==> src/mss_regs.svh <==
// Constants for the motor start/stop sequencer
`ifndef MSS_REGS_SVH
`define MSS_REGS_SVH

// Tick divider: 125 MHz clock to a 100 ms tick
`define MSS_TICK_PERIOD_NS   100000000
`define MSS_CLK_PERIOD_NS    8
`define MSS_TICK_CYCLES      (`MSS_TICK_PERIOD_NS / `MSS_CLK_PERIOD_NS)
`define MSS_TICK_CNT_W       24

// Setting widths and the Off encoding shared by all settings
`define MSS_SPEED_W          4
`define MSS_LEVEL_W          8
`define MSS_TIME_W           16
`define MSS_OFF_SPEED        4'h0
`define MSS_OFF_LEVEL        8'h00
`define MSS_OFF_TIME         16'h0000

// Number of terminal digital inputs and relay outputs
`define MSS_NUM_DI           4
`define MSS_NUM_RELAY        4

// Digital input function codes
`define MSS_DI_NONE          3'h0
`define MSS_DI_STOP          3'h1
`define MSS_DI_SLOW_FWD      3'h2
`define MSS_DI_SLOW_REV      3'h3

// Relay output function codes
`define MSS_RLY_NONE         2'h0
`define MSS_RLY_RUN          2'h1
`define MSS_RLY_AT_SPEED     2'h2
`define MSS_RLY_SLOW         2'h3

`endif

==> src/mss_pkg.sv <==
// Types for the motor start/stop sequencer
package mss_pkg;
    // Sequencer states
    typedef enum logic [2:0] {
        MSS_IDLE,
        MSS_RUN_SOFT,
        MSS_RUN_DOL,
        MSS_SLOW_KICK,
        MSS_SLOW_RUN
    } mss_state_type;
endpackage

==> src/mss_sequencer.sv <==
// Motor start/stop sequencer: start logic, direct-online and slow-speed
`timescale 1ns/1ps
`default_nettype none
`include "mss_regs.svh"
// Operation
// - Slow speed Off refuses slow operation
// - Slow operation regulates to slow current level
// - Limit slow run time; Off disables
// - Limit timer also counts kick phase
// - Timer clears whenever motor stopped
// - Kick level Off skips kick phase
// - Kick level for kick time, then slow
// - Direct-online start energizes run relays
// - At speed energizes at-speed relays
// - Direct-online suppresses thyristor and stack faults
// - Direct-online ignores ramp, kick, deceleration
// - Direct-online holds gate drive inactive
// - Two-wire runs only while start held
// - Three-wire runs until stop input low
// - Start edge picks three-wire if stop high
// - Three-wire latches start internally
// - Slow request only idle, terminal source
// - Slow forward/reverse from assigned inputs
// - Slow relays energized during slow operation
module mss_sequencer #(
    parameter int TICK_CYCLES = `MSS_TICK_CYCLES
) (
    input  wire logic                            ref_clk,
    input  wire logic                            reset,
    input  wire logic                            startIn,
    input  wire logic [`MSS_NUM_DI-1:0]          digitalIn,
    input  wire logic [3*`MSS_NUM_DI-1:0]        diFunc,
    input  wire logic [2*`MSS_NUM_RELAY-1:0]     relayFunc,
    input  wire logic                            sourceTerminal,
    input  wire logic                            directOnlineMode,
    input  wire logic                            motorAtSpeed,
    input  wire logic                            faultTrip,
    input  wire logic [`MSS_SPEED_W-1:0]         slowSpeedSel,
    input  wire logic [`MSS_LEVEL_W-1:0]         slowCurrentLevel,
    input  wire logic [`MSS_LEVEL_W-1:0]         slowKickLevel,
    input  wire logic [`MSS_TIME_W-1:0]          slowKickTime,
    input  wire logic [`MSS_TIME_W-1:0]          slowTimeLimit,
    input  wire logic [`MSS_LEVEL_W-1:0]         rampCurrentLevel,
    input  wire logic                            failedThyristorIn,
    input  wire logic                            stackOverloadIn,
    output logic [`MSS_NUM_RELAY-1:0]            relayOut,
    output logic                                 gateEnable,
    output logic [`MSS_LEVEL_W-1:0]              currentSetpoint,
    output logic [`MSS_SPEED_W-1:0]              speedSetpoint,
    output logic                                 slowReverse,
    output logic                                 threeWire,
    output logic                                 failedThyristorTrip,
    output logic                                 stackOverloadTrip,
    output logic                                 slowLimitReached
);
    mss_pkg::mss_state_type state;        // Current sequencer state
    mss_pkg::mss_state_type next_state;   // Next sequencer state
    logic                   startPrev;    // Start input one cycle ago
    logic                   runLatch;     // Internal seal-in for three-wire
    logic [`MSS_TIME_W-1:0] slowTimer;    // Continuous slow time in ticks
    logic [`MSS_TIME_W-1:0] kickTimer;    // Kick phase time in ticks
    logic                   tick;         // Timer tick enable
    logic                   atSpeedFlag;  // Motor reported at speed
    logic                   slowLock;     // Limit reached, request still held

    // Timer tick from the divider
    mss_tick_div #(.TICK_CYCLES(TICK_CYCLES)) uTick (
        .ref_clk (ref_clk),
        .reset   (reset),
        .tick    (tick)
    );

    // Decode the assigned functions of each digital input
    logic [`MSS_NUM_DI-1:0] stopAssigned;
    logic [`MSS_NUM_DI-1:0] slowFwdHigh;
    logic [`MSS_NUM_DI-1:0] slowRevHigh;
    genvar gi;
    generate
        for (gi = 0; gi < `MSS_NUM_DI; gi++) begin : gDi
            assign stopAssigned[gi] = (diFunc[3*gi +: 3] == `MSS_DI_STOP);
            assign slowFwdHigh[gi]  = (diFunc[3*gi +: 3] == `MSS_DI_SLOW_FWD) & digitalIn[gi];
            assign slowRevHigh[gi]  = (diFunc[3*gi +: 3] == `MSS_DI_SLOW_REV) & digitalIn[gi];
        end
    endgenerate

    // Stop is present when any assigned stop input is high
    wire stopHigh  = |(stopAssigned & digitalIn);
    // Stop condition: any assigned stop input low
    wire stopLow   = |(stopAssigned & ~digitalIn);
    wire startEdge = startIn & ~startPrev;
    // Three-wire chosen at each start edge, held otherwise
    wire next_threeWire = startEdge ? stopHigh : threeWire;

    // Run command from two-wire or three-wire logic
    wire next_runLatch = startEdge ? stopHigh
                        : (runLatch & ~stopLow);
    wire runCmd = next_threeWire ? next_runLatch
                                 : startIn;

    // Slow-speed request from assigned inputs
    wire slowFwdReq = |slowFwdHigh;
    wire slowRevReq = |slowRevHigh;
    wire slowReq    = slowFwdReq ^ slowRevReq;
    wire slowAllowed = (slowSpeedSel != `MSS_OFF_SPEED)
                     & sourceTerminal & ~directOnlineMode;
    wire kickEnabled = (slowKickLevel != `MSS_OFF_LEVEL);
    wire limitOn     = (slowTimeLimit != `MSS_OFF_TIME);
    wire limitHit    = limitOn & (slowTimer >= slowTimeLimit);
    wire kickDone    = (kickTimer >= slowKickTime);

    // Next-state decision
    always_comb begin
        next_state = state;
        case (state)
            mss_pkg::MSS_IDLE: begin
                if (faultTrip) begin
                    next_state = mss_pkg::MSS_IDLE;
                end else if (runCmd & startEdge) begin
                    next_state = directOnlineMode ? mss_pkg::MSS_RUN_DOL
                                                  : mss_pkg::MSS_RUN_SOFT;
                end else if (slowReq & slowAllowed & ~slowLock) begin
                    next_state = kickEnabled ? mss_pkg::MSS_SLOW_KICK
                                             : mss_pkg::MSS_SLOW_RUN;
                end
            end
            mss_pkg::MSS_RUN_SOFT, mss_pkg::MSS_RUN_DOL: begin
                if (faultTrip | ~runCmd) begin
                    next_state = mss_pkg::MSS_IDLE;
                end
            end
            mss_pkg::MSS_SLOW_KICK: begin
                if (faultTrip | ~slowReq | limitHit) begin
                    next_state = mss_pkg::MSS_IDLE;
                end else if (kickDone) begin
                    next_state = mss_pkg::MSS_SLOW_RUN;
                end
            end
            mss_pkg::MSS_SLOW_RUN: begin
                if (faultTrip | ~slowReq | limitHit) begin
                    next_state = mss_pkg::MSS_IDLE;
                end
            end
            default: begin
                next_state = mss_pkg::MSS_IDLE;
            end
        endcase
    end

    wire inSlow  = (state == mss_pkg::MSS_SLOW_KICK) | (state == mss_pkg::MSS_SLOW_RUN);
    wire inKick  = (state == mss_pkg::MSS_SLOW_KICK);
    wire inDol   = (state == mss_pkg::MSS_RUN_DOL);
    wire inSoft  = (state == mss_pkg::MSS_RUN_SOFT);
    wire running = inDol | inSoft;

    // Current setpoint: direct-online ignores ramp and kick settings
    wire [`MSS_LEVEL_W-1:0] next_current =
        inKick ? slowKickLevel
      : (state == mss_pkg::MSS_SLOW_RUN) ? slowCurrentLevel
      : inSoft ? rampCurrentLevel
      : `MSS_OFF_LEVEL;
    wire [`MSS_SPEED_W-1:0] next_speed = inSlow ? slowSpeedSel : `MSS_OFF_SPEED;

    // Timers: slow timer runs through kick and slow run, clears when stopped
    wire [`MSS_TIME_W-1:0] next_slowTimer =
        ~inSlow ? `MSS_OFF_TIME
      : (tick & limitOn & ~limitHit) ? slowTimer + 1'b1
      : slowTimer;
    wire [`MSS_TIME_W-1:0] next_kickTimer =
        ~inKick ? `MSS_OFF_TIME
      : (tick & ~kickDone) ? kickTimer + 1'b1
      : kickTimer;

    // State and start-logic registers
    always_ff @(posedge ref_clk or posedge reset) begin
        if (reset) begin
            state     <= mss_pkg::MSS_IDLE;
            startPrev <= 1'b0;
            runLatch  <= 1'b0;
            threeWire <= 1'b0;
        end else begin
            state     <= next_state;
            startPrev <= startIn;
            runLatch  <= next_runLatch;
            threeWire <= next_threeWire;
        end
    end

    // Timer registers
    always_ff @(posedge ref_clk or posedge reset) begin
        if (reset) begin
            slowTimer <= `MSS_OFF_TIME;
            kickTimer <= `MSS_OFF_TIME;
        end else begin
            slowTimer <= next_slowTimer;
            kickTimer <= next_kickTimer;
        end
    end

    // Lockout after the limit: a held request may not restart
    // slow speed, which would clear the timer and run on
    always_ff @(posedge ref_clk or posedge reset) begin
        if (reset) begin
            slowLock <= 1'b0;
        end else begin
            slowLock <= (inSlow & limitHit) | (slowLock & slowReq);
        end
    end

    // Control outputs
    always_ff @(posedge ref_clk or posedge reset) begin
        if (reset) begin
            gateEnable          <= 1'b0;
            currentSetpoint     <= `MSS_OFF_LEVEL;
            speedSetpoint       <= `MSS_OFF_SPEED;
            slowReverse         <= 1'b0;
            atSpeedFlag         <= 1'b0;
            failedThyristorTrip <= 1'b0;
            stackOverloadTrip   <= 1'b0;
            slowLimitReached    <= 1'b0;
        end else begin
            gateEnable          <= (inSoft | inSlow) & ~directOnlineMode;
            currentSetpoint     <= next_current;
            speedSetpoint       <= next_speed;
            slowReverse         <= inSlow & slowRevReq;
            atSpeedFlag         <= running & motorAtSpeed;
            failedThyristorTrip <= failedThyristorIn & ~directOnlineMode;
            stackOverloadTrip   <= stackOverloadIn & ~directOnlineMode;
            slowLimitReached    <= inSlow & limitHit;
        end
    end

    // One function decoder per relay
    genvar gr;
    generate
        for (gr = 0; gr < `MSS_NUM_RELAY; gr++) begin : gRelay
            mss_relay_map uRelay (
                .ref_clk    (ref_clk),
                .reset      (reset),
                .relayFunc  (relayFunc[2*gr +: 2]),
                .runActive  (running),
                .atSpeed    (atSpeedFlag),
                .slowActive (inSlow),
                .relayOut   (relayOut[gr])
            );
        end
    endgenerate
endmodule
`default_nettype wire

==> src/mss_tick_div.sv <==
// Divider that makes a one-cycle timer tick enable
`timescale 1ns/1ps
`default_nettype none
`include "mss_regs.svh"
module mss_tick_div #(
    parameter int TICK_CYCLES = `MSS_TICK_CYCLES
) (
    input  wire logic ref_clk,
    input  wire logic reset,
    output logic      tick
);
    logic [`MSS_TICK_CNT_W-1:0] count;   // Cycles since last tick
    wire                        atEnd = (count == `MSS_TICK_CNT_W'(TICK_CYCLES - 1));

    // Count cycles and pulse tick once per period
    always_ff @(posedge ref_clk or posedge reset) begin
        if (reset) begin
            count <= '0;
            tick  <= 1'b0;
        end else begin
            count <= atEnd ? '0 : count + 1'b1;
            tick  <= atEnd;
        end
    end
endmodule
`default_nettype wire

==> src/mss_relay_map.sv <==
// Drives each relay from the function assigned to it
`timescale 1ns/1ps
`default_nettype none
`include "mss_regs.svh"
module mss_relay_map (
    input  wire logic       ref_clk,
    input  wire logic       reset,
    input  wire logic [1:0] relayFunc,
    input  wire logic       runActive,
    input  wire logic       atSpeed,
    input  wire logic       slowActive,
    output logic            relayOut
);
    // Select the condition that this relay follows
    wire nextRelay = (relayFunc == `MSS_RLY_RUN)      ? runActive  :
                     (relayFunc == `MSS_RLY_AT_SPEED) ? atSpeed    :
                     (relayFunc == `MSS_RLY_SLOW)     ? slowActive : 1'b0;

    // Register the relay drive
    always_ff @(posedge ref_clk or posedge reset) begin
        if (reset) begin
            relayOut <= 1'b0;
        end else begin
            relayOut <= nextRelay;
        end
    end
endmodule
`default_nettype wire

==> config.mk <==
export PLATFORM = sky130hd
export DESIGN_NAME = mss_sequencer
export DESIGN_NICKNAME = d
export VERILOG_FILES = /design/src/mss_pkg.sv /design/src/mss_sequencer.sv /design/src/mss_tick_div.sv /design/src/mss_relay_map.sv
export VERILOG_INCLUDE_DIRS = /design/src
export SDC_FILE = /design/constraint.sdc
export NUM_CORES = 1
export LEC_CHECK = 0
export CAP_MARGIN = 20
export CORE_MARGIN = 5
export CORE_UTILIZATION = 40
export CTS_BUF_LIST = sky130_fd_sc_hd__clkbuf_8
export DETAILED_ROUTE_END_ITERATION = 6
export DONT_BUFFER_PORTS = 1
export RECOVER_POWER = 100
export SYNTH_ARGS = -nofsm -noshare
export SYNTH_HDL_FRONTEND = slang
export SYNTH_SLANG_ARGS = --single-unit
export TNS_END_PERCENT = 10
==> constraint.sdc <==
create_clock -name ref_clk -period 2.3 [get_ports ref_clk]
set_input_delay 0.115 -clock ref_clk [delete_from_list [all_inputs] [get_ports ref_clk]]
set_output_delay 0.115 -clock ref_clk [all_outputs]
set_load 0.02 [all_outputs]
==> out/summary.txt <==
================================================================================
Run status ........................................................ finished with violations
Failing checks .................................................... setup timing
Deepest clock path buffer count ...................................            2
Pleak .............................................................   0.00302 µW
Power density cells ...............................................   437 nW/µm²
Average cell area after synthesis .................................     9.17 µm²
Pre-CTS worst setup slack .........................................    -0.219 ns
Post-Route Utilization ............................................        50.0%
Vias in the first global route ....................................        4,755
Count of max-cap constraint violations ............................            0
Reg2Reg Depth .....................................................           10
Main area contributors after synthesis ............................ sky130_fd_sc_hd__dfrtp_1 (40%), sky130_fd_sc_hd__ha_1 (8.2%), sky130_fd_sc_hd__nand2_1 (4.2%)
Die Footprint .....................................................   15,800 µm²
Post-Synthesis Net Count ..........................................          712
Cell variety after synth ..........................................           62
Multi-input gate area .............................................     3100 µm²
Count of buffers inserted at the top-level ports ..................            0
Number of sinks handled by clock tree synthesis ...................           86
Mapped cell area ..................................................     5360 µm²
Wire length of the first global-routing pass ......................    22,800 µm
Max Clk Rate ......................................................    0.410 GHz
Drt pass-1 iters ..................................................            4
Register bit count reported by yosys ..............................           86
Register area share after synthesis ...............................        40.2%
Antenna cells .....................................................            0
Initial antenna violation count ...................................            0
Final setup fails .................................................           24
Largest driver fanout on the critical path ........................            5
Ports .............................................................          115
Share of flip-flops with an asynchronous set or reset .............         100%
R2R Setup Slk .....................................................     -0.14 ns
DRC violation total after the first TritonRoute iteration .........          227
Transition at the pin with the smallest max-transition slack ......      1.24 ns
Pin count of the biggest net entering global routing ..............           44
Global Route Usage Sum ............................................        17.2%
Type of element launching the critical path .......................         flop
Fraction of synthesized cell area taken by the top area cell type .        40.2%
Detail Route Antenna Nets .........................................            0
Post-synth EDFFs ..................................................            0
Predominant post-synthesis flop cell .............................. sky130_fd_sc_hd__dfrtp_1
Post-layout min period ............................................      2.44 ns
CTS clk-pin slew, worst paths .....................................      0.09 ns
Post-route clock skew .............................................   0.00955 ns
Gpl congestion ....................................................        0.854
Clock latency at the later pin of the worst-skew pair .............      0.35 ns
Storage cell area .................................................     2150 µm²
Hold depth ........................................................            3
Number of hold violations in the final report .....................            0
CTS root buf ...................................................... sky130_fd_sc_hd__clkbuf_8
WHS Endpoint ......................................................    threeWire
Worst slew margin relative to its limit ...........................        16.6%
Launching point of the worst reg2reg path ......................... slowTimer[0]
Crit path kind ....................................................   reg -> reg
Pins over their slew limit ........................................            0
FF-to-FF End ...................................................... slowTimer[9]
H-Tree Depth ......................................................            3
Count of vias placed by the detailed router .......................        4,625
Area delta synth->final ...........................................        23.0%
Number of nets at the end of the flow .............................          800
RSZ-0062 raised after global routing ..............................          yes
Average wire length per cell after detail routing .................      16.2 µm
Count of fill cells added during filler insertion .................        1,235
Gate count after technology mapping ...............................          584
Crit path capture type ............................................         flop
Post-route setup slack ............................................    -0.142 ns
Clock buffer count from CTS .......................................            9
Worst min-delay path class ........................................    in -> reg
GRT overflow ......................................................            0
Required time worst endpoint ......................................      2.54 ns
Arrival time of the worst setup path ..............................      2.68 ns
Share of layout cells above drive strength 1 ......................        14.1%
Core box area .....................................................   13,200 µm²
Routed wire length ................................................    13,800 µm
CTS tree ..........................................................        built
Row Count .........................................................           42
Vias per inst .....................................................         5.43
VDD IR max ........................................................       252 µV
Die outline width .................................................       126 µm
Final period util .................................................         106%
Critical path launch point ........................................ slowTimer[0]
Starting Density ..................................................        40.6%
Launch instance of the worst min-delay path .......................   diFunc[10]
Die Y .............................................................       126 µm
Half-perimeter wire length after placement ........................    10,200 µm
Largest area contributor in the synthesized netlist ............... sky130_fd_sc_hd__dfrtp_1
Number of synthesis warnings ......................................            0
Remaining design rule violation count .............................            0
================================================================================
## cells by family after synthesis
kind of cell	Yosys count	synth area share, %
AO/OA/AOI/OAI	99	12.8
XOR/XNOR	41	6.70
adder cells (fa/ha/maj)	35	8.17
buffers and inverters	63	5.00
flip-flops	86	40.2
multiplexers	12	2.24
AND/OR/NAND/NOR	248	25.0
## flip-flops by register name (all words and copies together), names as in the netlist, 3 cells and up
register and flops:
currentSetpoint 8, gRelay.uRelay.relayOut 4, kickTimer 16, slowTimer 16
speedSetpoint 4, state 3, uTick.count 24
## area by class of cell
cell class              instances  area share [%]
clock inverters                 4           0.361
well taps                     176            3.34
flip-flops and latches         86            32.6
repair buffers                 91            11.7
inverters                      48            2.75
multi-input cells             436            47.0
clock buffers                  11            2.30
## how the worst max path moves through the flow
stage                         to  slack, ns
floorplan               state[1]      -0.05
global route        slowTimer[8]      -0.26
detailed placement      state[1]      -0.22
global placement        state[1]      -0.15
finish              slowTimer[9]      -0.14
CTS                     state[1]      -0.17
## synthesized netlist by cell type (all sizes together), types with 6 or more instances
| library cell | instances |
|---|---|
| buf | 7 |
| or3 | 6 |
| nand3 | 23 |
| mux2i | 12 |
| ha | 35 |
| inv | 48 |
| nor4 | 11 |
| nor3 | 19 |
| nand2 | 60 |
| dfrtp | 86 |
| and2 | 7 |
| clkbuf | 8 |
| or4 | 8 |
| a21oi | 24 |
| nand2b | 6 |
| o21ai | 33 |
| nand4 | 24 |
| and3 | 10 |
| o211ai | 6 |
| o31ai | 6 |
| xnor2 | 23 |
| xor2 | 18 |
| nor2 | 52 |
## worst max-delay path: stages, from the launching register on
cell                       delay (ns)
sky130_fd_sc_hd__dfrtp_1         0.40
sky130_fd_sc_hd__inv_2           0.08
sky130_fd_sc_hd__ha_4            0.19
sky130_fd_sc_hd__nand2b_4        0.13
sky130_fd_sc_hd__a2111o_1        0.39
sky130_fd_sc_hd__a32oi_4         0.32
sky130_fd_sc_hd__nand4_4         0.22
sky130_fd_sc_hd__buf_6           0.22
sky130_fd_sc_hd__nor3_4          0.19
sky130_fd_sc_hd__xnor2_1         0.14
sky130_fd_sc_hd__nor2_1          0.05
## power by group
part           leakage [µW]  internal, µW  total, µW  switching, µW
clock network     0.0000886           440        974            534
registers           0.00117          1540       1590           53.9
logic               0.00176           155        314            159
## cells in the final DEF, fill, tap and decap left out, types with 5 or more instances in the layout
master and instances:
sky130_fd_sc_hd__dfrtp_1 86, sky130_fd_sc_hd__nand2_1 60, sky130_fd_sc_hd__nor2_1 52, sky130_fd_sc_hd__inv_1 46, sky130_fd_sc_hd__dlygate4sd3_1 40, sky130_fd_sc_hd__buf_4 39
sky130_fd_sc_hd__ha_1 32, sky130_fd_sc_hd__a21oi_1 23, sky130_fd_sc_hd__xnor2_1 23, sky130_fd_sc_hd__nand4_1 22, sky130_fd_sc_hd__o21ai_0 22, sky130_fd_sc_hd__nand3_1 21
sky130_fd_sc_hd__xor2_1 18, sky130_fd_sc_hd__mux2i_1 12, sky130_fd_sc_hd__nor3_1 11, sky130_fd_sc_hd__o21ai_1 11, sky130_fd_sc_hd__clkbuf_8 11, sky130_fd_sc_hd__and3_1 10
sky130_fd_sc_hd__nor4_1 9, sky130_fd_sc_hd__or4_1 8, sky130_fd_sc_hd__nor3_4 7, sky130_fd_sc_hd__and2_1 7, sky130_fd_sc_hd__or3_1 6, sky130_fd_sc_hd__o211ai_1 6
sky130_fd_sc_hd__nand2b_1 5, sky130_fd_sc_hd__clkbuf_1 5
## metrics by stage
step	setup TNS (ns)	instances	hold slack, ns	cell area (µm²)	total power, µW
2_1_floorplan	-0.164	584	0.146	5370	1810
3_3_place_gp	-1.19	793	0.0893	5880	1860
3_5_place_dp	-2.21	793	0.101	5880	1870
4_1_cts	-2.00	851	0.0498	6520	2910
5_1_grt	-4.49	852	0.0712	6590	3030
6_report	-1.68	852	0.0703	6590	2880
## per-layer routing
layer / part of all wire [%] / global-route usage (%) / vias to the layer above
met5: 0 / 0 / -
met3: 5.0 / 3.94 / 16
met1: 43 / 21.3 / 2255
met4: 1.3 / 5.11 / 0
li1: - / - / 2253
met2: 51 / 30.1 / 101
## repair_timing
action,CTS,global route
hold buffers,40,0
setup buffers,3,0
cloned,0,1
pin swaps,3,19
endpoints found under the hold margin,52,0
gates resized for setup,6,19
endpoints found under the setup margin,23,29
(Power assumes the default switching activity.)
